[config.mk]
export PLATFORM = sky130hd
export DESIGN_NAME = eight_bit_timer_prescaler
export DESIGN_NICKNAME = d
export VERILOG_FILES = /design/src/hw/timer_pkg.sv /design/src/hw/eight_bit_timer_prescaler.sv
export VERILOG_INCLUDE_DIRS = /design/src /design/src/hw
export SDC_FILE = /design/constraint.sdc
export NUM_CORES = 1
export LEC_CHECK = 0
export BUFFER_PORTS_ARGS = -buffer_cell sky130_fd_sc_hd__buf_4
export CORE_MARGIN = 3
export CORE_UTILIZATION = 57
export DETAILED_ROUTE_END_ITERATION = 7
export PLACE_DENSITY_LB_ADDON = 0.15
export RECOVER_POWER = 25
export SLEW_MARGIN = 20
export SYNTH_ARGS = -nofsm -noshare
export SYNTH_HDL_FRONTEND = slang
export SYNTH_SLANG_ARGS = --single-unit
[constraint.sdc]
create_clock -name i_ref_clk -period 5.2 [get_ports i_ref_clk]
set_clock_uncertainty 0.2 [all_clocks]
set_input_delay 1.04 -clock i_ref_clk [delete_from_list [all_inputs] [get_ports i_ref_clk]]
set_output_delay 1.04 -clock i_ref_clk [all_outputs]
set_load 0.02 [all_outputs]
[src/hw/timer_map.svh]
`ifndef TIMER_MAP_SVH
`define TIMER_MAP_SVH

// ************************************************************
// register byte offsets on the apb bus
// ************************************************************
`define OFS_CONFIG 8'h00
`define OFS_COUNT 8'h04
`define OFS_INTCTL 8'h08
`define OFS_STATUS 8'h0c
`define OFS_MASK 8'h10

// ************************************************************
// timer_config fields
// ************************************************************
`define CFG_PULLUP_DIS 7
`define CFG_IRQ_EDGE 6
`define CFG_SRC_SEL 5
`define CFG_PIN_EDGE 4
`define CFG_PSA 3
`define CFG_RATE_HI 2
`define CFG_RATE_LO 0

// ************************************************************
// interrupt_control fields
// ************************************************************
`define IC_GIE 7
`define IC_OVF_IE 5
`define IC_EXT_IE 4
`define IC_OVF_FLAG 2
`define IC_EXT_FLAG 1

// ************************************************************
// sticky status and mask fields
// ************************************************************
`define ST_OVF 0
`define ST_EXT 1

// ************************************************************
// reset values and timing counts
// ************************************************************
`define CFG_RST 8'hff
`define INTCTL_RST 8'h00
`define COUNT_RST 8'h00
`define COUNT_TOP 8'hff
`define WR_INHIBIT_ICYC 2'd2
`define PH_Q2 2'd1
`define PH_Q4 2'd3

`endif

[src/hw/timer_pkg.sv]
package timer_pkg;

	// apb request as seen by the slave
	typedef struct packed {
		logic [7:0] paddr;
		logic psel;
		logic penable;
		logic pwrite;
		logic [31:0] pwdata;
	} apb_req_s;

	// apb answer, driven from flops
	typedef struct packed {
		logic [31:0] prdata;
		logic pready;
		logic pslverr;
	} apb_rsp_s;

	// whole state of the timer block
	typedef struct packed {
		logic [7:0] cfg;
		logic [7:0] count;
		logic [7:0] intctl;
		logic [1:0] status;
		logic [1:0] mask;
		logic [7:0] pre_cnt;
		logic [1:0] phase;
		logic [1:0] inhibit;
		logic pending;
		logic pin_s1;
		logic pin_s2;
		logic pin_prev;
		logic int_s1;
		logic int_s2;
		logic int_prev;
		apb_rsp_s rsp;
		logic irq;
		logic core_req;
		logic wdt_tick;
		logic pullup_dis;
	} state_s;

endpackage

[src/hw/eight_bit_timer_prescaler.sv]
// Register access over APB and the address map are this design's own decisions.
`timescale 1ns/1ps
`include "timer_map.svh"

module eight_bit_timer_prescaler (
	// clock and reset
	input wire logic i_ref_clk,
	input wire logic i_arst_n,
	// apb slave
	input wire timer_pkg::apb_req_s i_apb,
	output timer_pkg::apb_rsp_s o_apb,
	// core side
	input wire logic i_sleep,
	input wire logic i_wdt_src,
	input wire logic i_wdt_clear,
	// pins
	input wire logic i_ext_count_input,
	input wire logic i_ext_irq_pin,
	// results
	output logic o_irq,
	output logic o_core_irq_req,
	output logic o_wdt_tick,
	output logic o_port_pullup_disable
);

	// ************************************************************
	// helper functions
	// ************************************************************

	// terminal-count mask of the shared prescaler
	function automatic logic [7:0] rate_mask(input logic [2:0] rate, input logic to_wdt);
		logic [8:0] m;
		m = 9'h000;
		if (to_wdt) begin
			m = (9'h001 << rate) - 9'h001;
		end else begin
			m = (9'h002 << rate) - 9'h001;
		end
		return m[7:0];
	endfunction

	// address decode, used for the error answer only; read_word decodes read data itself
	function automatic logic addr_hit(input logic [7:0] a);
		logic hit;
		hit = 1'b0;
		case (a)
			`OFS_CONFIG, `OFS_COUNT, `OFS_INTCTL, `OFS_STATUS, `OFS_MASK: begin
				hit = 1'b1;
			end
			default: begin
				hit = 1'b0;
			end
		endcase
		return hit;
	endfunction

	// ************************************************************
	// state
	// ************************************************************
	timer_pkg::state_s s_r;
	timer_pkg::state_s s_nxt;

	// read data mux of the register file
	function automatic logic [31:0] read_word(input logic [7:0] a, input timer_pkg::state_s st);
		logic [31:0] d;
		d = 32'h0000_0000;
		case (a)
			`OFS_CONFIG: begin
				d[7:0] = st.cfg;
			end
			`OFS_COUNT: begin
				d[7:0] = st.count;
			end
			`OFS_INTCTL: begin
				d[7:0] = st.intctl;
			end
			`OFS_STATUS: begin
				d[1:0] = st.status;
			end
			`OFS_MASK: begin
				d[1:0] = st.mask;
			end
			default: begin
				d = 32'h0000_0000;
			end
		endcase
		return d;
	endfunction

	// ************************************************************
	// next-state logic
	// ************************************************************
	always_comb begin
		logic setup;
		logic acc;
		logic wr;
		logic rd;
		logic [7:0] wdat;
		logic q4;
		logic sample;
		logic pin_edge;
		logic int_edge;
		logic timer_evt;
		logic pre_src;
		logic pre_tc;
		logic pre_out;
		logic to_wdt;
		logic inc;
		logic ovf;
		logic [7:0] msk;
		setup = i_apb.psel & ~i_apb.penable;
		acc = i_apb.psel & i_apb.penable & s_r.rsp.pready;
		wr = acc & i_apb.pwrite & ~s_r.rsp.pslverr;
		rd = acc & ~i_apb.pwrite;
		wdat = i_apb.pwdata[7:0];
		q4 = 1'b0;
		sample = 1'b0;
		pin_edge = 1'b0;
		int_edge = 1'b0;
		timer_evt = 1'b0;
		pre_src = 1'b0;
		pre_tc = 1'b0;
		pre_out = 1'b0;
		to_wdt = s_r.cfg[`CFG_PSA];
		inc = 1'b0;
		ovf = 1'b0;
		msk = 8'h00;
		s_nxt = s_r;

		// two-flop synchronisers; the first flop feeds only the second
		s_nxt.pin_s1 = i_ext_count_input;
		s_nxt.pin_s2 = s_r.pin_s1;
		s_nxt.pin_prev = s_r.pin_s2;
		s_nxt.int_s1 = i_ext_irq_pin;
		s_nxt.int_s2 = s_r.int_s1;
		s_nxt.int_prev = s_r.int_s2;

		// four reference clocks make one instruction cycle, q1..q4
		s_nxt.phase = s_r.phase + 2'd1;
		q4 = (s_r.phase == `PH_Q4);
		// sleep also holds a pending event instead of letting a sample drop it
		sample = ((s_r.phase == `PH_Q2) | q4) & ~i_sleep;

		// counted edge of the count pin
		if (s_r.cfg[`CFG_PIN_EDGE]) begin
			pin_edge = s_r.pin_prev & ~s_r.pin_s2;
		end else begin
			pin_edge = ~s_r.pin_prev & s_r.pin_s2;
		end

		// edge of the external interrupt pin
		if (s_r.cfg[`CFG_IRQ_EDGE]) begin
			int_edge = ~s_r.int_prev & s_r.int_s2;
		end else begin
			int_edge = s_r.int_prev & ~s_r.int_s2;
		end

		// timer source events; neither timer source makes an event while asleep
		if (s_r.cfg[`CFG_SRC_SEL]) begin
			timer_evt = pin_edge & ~i_sleep;
		end else begin
			timer_evt = q4 & ~i_sleep;
		end

		// one prescaler, fed by whichever side owns it
		pre_src = to_wdt ? i_wdt_src : timer_evt;
		msk = rate_mask(s_r.cfg[`CFG_RATE_HI:`CFG_RATE_LO], to_wdt);
		pre_tc = pre_src & ((s_r.pre_cnt & msk) == msk);
		if (pre_src) begin
			s_nxt.pre_cnt = s_r.pre_cnt + 8'h01;
		end
		s_nxt.wdt_tick = to_wdt & pre_tc;

		// bypass when the prescaler belongs to the watchdog
		pre_out = to_wdt ? timer_evt : pre_tc;

		// pending event waits for the next q2 or q4 sample
		s_nxt.pending = (s_r.pending & ~sample) | pre_out;

		// hold-off count after a count write, one step per q4
		if (q4 && (s_r.inhibit != 2'd0)) begin
			s_nxt.inhibit = s_r.inhibit - 2'd1;
		end

		// advance the count; sleep blocks every increment, but a count write still loads it
		inc = sample & s_r.pending & (s_r.inhibit == 2'd0) & ~i_sleep;
		if (inc) begin
			s_nxt.count = s_r.count + 8'h01;
		end
		ovf = inc & (s_r.count == `COUNT_TOP);

		// watchdog clear resets the prescaler only while it owns it
		if (to_wdt && i_wdt_clear) begin
			s_nxt.pre_cnt = 8'h00;
		end

		// ************************************************************
		// register writes
		// ************************************************************
		if (wr) begin
			case (i_apb.paddr)
				`OFS_CONFIG: begin
					s_nxt.cfg = wdat;
				end
				`OFS_COUNT: begin
					// a write wins over an increment in the same cycle
					s_nxt.count = wdat;
					s_nxt.inhibit = `WR_INHIBIT_ICYC;
					s_nxt.pending = 1'b0;
					if (!to_wdt) begin
						s_nxt.pre_cnt = 8'h00;
					end
				end
				`OFS_INTCTL: begin
					s_nxt.intctl = wdat;
				end
				`OFS_MASK: begin
					s_nxt.mask = wdat[1:0];
				end
				default: begin
					s_nxt.cfg = s_nxt.cfg;
				end
			endcase
		end

		// hardware sets flags after the write so a set is never lost
		if (ovf) begin
			s_nxt.intctl[`IC_OVF_FLAG] = 1'b1;
		end
		if (int_edge) begin
			s_nxt.intctl[`IC_EXT_FLAG] = 1'b1;
		end

		// read clears only the bits that were actually returned
		if (rd && (i_apb.paddr == `OFS_STATUS)) begin
			s_nxt.status = s_r.status & ~s_r.rsp.prdata[1:0];
		end
		if (ovf) begin
			s_nxt.status[`ST_OVF] = 1'b1;
		end
		if (int_edge) begin
			s_nxt.status[`ST_EXT] = 1'b1;
		end

		// ************************************************************
		// outputs
		// ************************************************************
		s_nxt.irq = |(s_nxt.status & s_nxt.mask);
		s_nxt.core_req = s_nxt.intctl[`IC_GIE] &
			((s_nxt.intctl[`IC_OVF_IE] & s_nxt.intctl[`IC_OVF_FLAG]) |
			(s_nxt.intctl[`IC_EXT_IE] & s_nxt.intctl[`IC_EXT_FLAG]));
		s_nxt.pullup_dis = s_nxt.cfg[`CFG_PULLUP_DIS];

		// ************************************************************
		// apb answer: fixed one access cycle, data caught at setup
		// ************************************************************
		if (setup) begin
			s_nxt.rsp.pready = 1'b1;
			s_nxt.rsp.pslverr = ~addr_hit(i_apb.paddr);
			s_nxt.rsp.prdata = read_word(i_apb.paddr, s_r);
		end else if (acc) begin
			s_nxt.rsp.pready = 1'b0;
			s_nxt.rsp.pslverr = 1'b0;
		end
	end

	// ************************************************************
	// state register
	// ************************************************************
	always_ff @(posedge i_ref_clk or negedge i_arst_n) begin
		if (!i_arst_n) begin
			s_r <= '0;
			s_r.cfg <= `CFG_RST;
			s_r.count <= `COUNT_RST;
			s_r.intctl <= `INTCTL_RST;
			s_r.pullup_dis <= 1'b1; // tracks cfg reset value
		end else begin
			s_r <= s_nxt;
		end
	end

	// outputs straight from the state flops
	assign o_apb = s_r.rsp;
	assign o_irq = s_r.irq;
	assign o_core_irq_req = s_r.core_req;
	assign o_wdt_tick = s_r.wdt_tick;
	assign o_port_pullup_disable = s_r.pullup_dis;

endmodule

==> Implementation_results.wiki <==
{| class="wikitable"
! Metric !! Value
|-
| Number of antenna violations at the first check in global routing || 0
|-
| Power Dens Cells || 321 mW/mm²
|-
| Capture endpoint of the worst hold path || s_nxt[38]$_DFF_PN0_
|-
| Leak Pwr || 1.75 nW
|-
| Kind of launch point of the worst setup path || register
|-
| Overall overflow remaining after global route || 0
|-
| Post-Synth Adder-Cell Area || 3.00%
|-
| Width of the die || 82.5 µm
|-
| Top-level port count || 88
|-
| Final-report setup violation count || 0
|-
| Initial Utilization || 59.9%
|-
| Crit Path Category || reg2reg
|-
| DRC marker count from the first detailed-route iteration || 207
|-
| Number of pins exceeding their max-slew limit in the final report || 0
|-
| Antenna Nets Post-Route || 0
|-
| Multiplexer area fraction after synthesis || 9.11%
|-
| Worst Max-Slew Pin Slew || 0.733 ns
|-
| Via count of the first global-routing pass || 2229
|-
| Leading area contributor after synthesis || sky130_fd_sc_hd__dfrtp_1
|-
| Via-per-instance ratio || 5.45
|-
| Share of synthesized cell area in and, or, nand and nor gates || 15.0%
|-
| Cell types with the largest area share after synthesis || sky130_fd_sc_hd__dfrtp_1 39%, sky130_fd_sc_hd__buf_4 7.6%, sky130_fd_sc_hd__dfstp_2 6.3%
|-
| Standard cell with the maximum stage delay on the critical path || sky130_fd_sc_hd__dfstp_2
|-
| Post-CTS setup buffers || 0
|-
| Multi-input gate area in the final layout || 0.00156 mm²
|-
| H-tree Lvls || 3
|-
| Critical Path End Type || register
|-
| Final WL || 6510 µm
|-
| Combinational family with the most area after synthesis || simple AND/OR/NAND/NOR gates
|-
| Weighted congestion at the end of routability-driven global placement || 0.807
|-
| Port bufs || 39
|-
| Count of antenna diodes in the layout || 0
|-
| Worst setup timing slack at the placement stage || 1.98 ns
|-
| Number of cells upsized or downsized after cts || 0
|-
| Maximum number of pins on one net before global-route repair || 61
|-
| Relative max-transition margin || 51.2%
|-
| Clk slew on worst S/H paths || 0.07 ns
|-
| Number of enable-type register cells in the synthesized netlist || 0
|-
| Top_reg_cell synth || sky130_fd_sc_hd__dfrtp_1
|-
| Die Outline Area || 0.00681 mm²
|-
| Clock Root Buffer || sky130_fd_sc_hd__clkbuf_8
|-
| Area after detailed placement || 0.00351 mm²
|-
| All-Layer GR Usage || 21.0%
|-
| Post-synthesis instance area || 0.00334 mm²
|-
| First-pass GRT wire length || 10600 µm
|-
| Register bit count reported by yosys || 60
|-
| Synth Area in Compound Gates || 12.3%
|-
| Synth warn || 0
|-
| Largest vdd supply drop || 275 µV
|-
| Final Cell Area || 0.00375 mm²
|-
| Filler Cells Inserted || 467
|-
| Distinct cells, synth || 52
|-
| PnR Total Power || 1.20 mW
|-
| Post-DR wirelength/cell || 14.9 µm
|-
| Number of cells traversed by the worst register-to-register path || 10
|-
| Post-cts hold buffer count || 0
|-
| DRC violations left || 0
|-
| Number of cells on the worst hold path || 0
|-
| Critical path arrival || 2.96 ns
|-
| Area of the core region || 0.00557 mm²
|-
| Post-synthesis async set-or-reset flop share || 100%
|-
| Crit-path max cell delay || 0.62 ns
|-
| CP required || 5.27 ns
|-
| Fin. Hold Viols || 0
|-
| Number of cell rows || 27
|-
| Clock tree from TritonCTS || yes
|-
| Fin nets || 419
|-
| Util after Layout || 67.3%
|-
| Inserted Clock Buffers || 9
|-
| Class of the tightest hold or removal check || reg2reg
|-
| Slack of the worst reg-to-reg path || 2.31 ns
|-
| Unrepaired setup endpoints after global routing || no
|-
| Height of the chip || 82.5 µm
|-
| Seq/Total Area, Yosys || 45.3%
|-
| Worst hold path startpoint || s_nxt[39]$_DFF_PN0_
|-
| Status || finished, final reports clean
|-
| Pre-Repair DR Iteration Count || 4
|-
| Setup ws final || 2.31 ns
|-
| Detailed placer's ending HPWL || 4570 µm
|-
| Max-Cap Viols || 0
|-
| Clk sinks || 60
|-
| FF/Latch Area || 0.00151 mm²
|-
| Maximum root-to-sink buffer count || 2
|-
| P&R area growth vs syn || 12.3%
|-
| Period utilization || 55.7%
|-
| Tmin final || 2.89 ns
|-
| Crit-path cells || ha_1 > nand2b_1 > nor2_1 > inv_1 > ha_1 > xnor2_1 > a221oi_1 > o22a_1 > a31oi_1 > nor2_1
|-
| Clock insertion delay at the later pin of the skew report || 0.33 ns
|-
| Upper clock frequency limit || 346 MHz
|-
| Number of cells produced by synthesis || 333
|-
| Routed via count || 2389
|-
| Worst flop-to-flop path endpoint || s_r[44]$_DFF_PN0_
|-
| Launch instance of the worst register-to-register path || s_r[80]$_DFFE_PN1P_
|-
| Synth top area share || 39.0%
|-
| Xor-xnor portion of the synthesized cell area || 4.46%
|-
| Share of layout cells above drive strength 1 || 23.5%
|-
| Average cell area after synthesis || 10.0 µm²
|-
| Crit-path max FO || 10
|-
| Setup TNS Final || 0 ns
|}
area by class of cell:
type | instances | area share [%]
clock buffers | 12 | 4.41
clock inverters | 4 | 1.87
inverters | 15 | 1.50
multi-input cells | 235 | 41.5
flip-flops and latches | 60 | 40.3
well taps | 72 | 2.40
repair buffers | 40 | 8.01
metrics by stage:
stage,hold WS (ns),cells
after floorplan,0.131,356
after global placement,0.134,422
after detailed placement,0.138,422
after CTS,0.157,438
after global routing,0.170,438
final,0.152,438
routing by layer:
layer | part of all wire (%) | up-vias | global-route usage, %
met5 | 0 | - | 0
met4 | 1.7 | 0 | 9.64
met3 | 5.6 | 11 | 3.25
li1 | - | 1156 | -
met1 | 47 | 1144 | 29.1
met2 | 46 | 78 | 32.5
worst max-delay path by stage:
stage,to,startpoint,cells after the start,slack [ns]
final,s_r[44]$_DFF_PN0_,s_r[80]$_DFFE_PN1P_,10,2.31
after CTS,s_r[44]$_DFF_PN0_,s_r[80]$_DFFE_PN1P_,10,2.32
after detailed placement,o_core_irq_req$_DFF_PN0_,i_apb[36],7,1.98
after global routing,s_r[44]$_DFF_PN0_,s_r[80]$_DFFE_PN1P_,10,2.08
after floorplan,o_core_irq_req$_DFF_PN0_,i_apb[36],6,2.28
after global placement,o_core_irq_req$_DFF_PN0_,i_apb[36],7,2.04
placed cells by master, fill, tap and decap left out, types with 3 or more instances in the layout:
cell type and count:
sky130_fd_sc_hd__nor3_1 4, sky130_fd_sc_hd__mux2i_1 9, sky130_fd_sc_hd__nand2_1 30, sky130_fd_sc_hd__dfrtp_1 52, sky130_fd_sc_hd__dfstp_2 8, sky130_fd_sc_hd__xor2_1 10
sky130_fd_sc_hd__mux2_2 15, sky130_fd_sc_hd__nor2_1 27, sky130_fd_sc_hd__clkbuf_8 12, sky130_fd_sc_hd__and3_1 3, sky130_fd_sc_hd__a22o_1 7, sky130_fd_sc_hd__o22ai_1 3
sky130_fd_sc_hd__nand2b_1 5, sky130_fd_sc_hd__inv_1 15, sky130_fd_sc_hd__a21oi_1 12, sky130_fd_sc_hd__buf_4 38, sky130_fd_sc_hd__o21ai_0 15, sky130_fd_sc_hd__o22a_1 3
sky130_fd_sc_hd__conb_1 24, sky130_fd_sc_hd__ha_1 8, sky130_fd_sc_hd__nand4_1 6, sky130_fd_sc_hd__nand3_1 8, sky130_fd_sc_hd__xnor2_1 7, sky130_fd_sc_hd__nor2b_1 3
sky130_fd_sc_hd__a22oi_1 3
sequential cells by signal, summed over array words and instances, names as in the netlist:
signal / count
s_r: 43
o_apb: 10
s_nxt: 4
o_core_irq_req: 1
o_irq: 1
o_wdt_tick: 1
cells by family after synthesis:
kind of cell | Yosys count
and+or+nand+nor | 99
AOI/OAI and AO/OA | 61
buffers and inverters | 61
DFF | 60
muxes | 26
xor gates and xnor gates | 17
adders and majority gates | 8
other | 1
critical path, delay by kind of cell (launching register included):
kind	cells	cell delay, ns
AND/OR/NAND/NOR	3	0.41
XOR/XNOR	1	0.17
flip-flops	1	0.62
buffers and inverters	1	0.06
adder cells (fa/ha/maj)	2	0.66
AO/OA/AOI/OAI	3	0.70
Yosys cell counts, drive strengths merged (2+ instances only):
cell,n
nand4,6
o21ai,17
mux2i,9
dfstp,8
xor2,10
ha,8
nor3,5
a22oi,3
and3,3
mux4,2
nor3b,2
nand3,9
nor2,27
dfrtp,52
nand2b,5
nand2,30
and2,3
a22o,7
nor2b,3
clkbuf,11
mux2,15
a21o,2
o22a,3
a31oi,2
a21oi,12
nand3b,2
xnor2,7
buf,35
o22ai,3
inv,15
power breakdown:
group          leakage (nW)  internal (mW)  total (mW)  switching, mW
combinational         0.865         0.0724       0.162         0.0895
sequential            0.761          0.508       0.555         0.0464
clock                 0.122          0.307       0.485          0.178
total                  1.75          0.888        1.20          0.314
(Power assumes the default switching activity.)
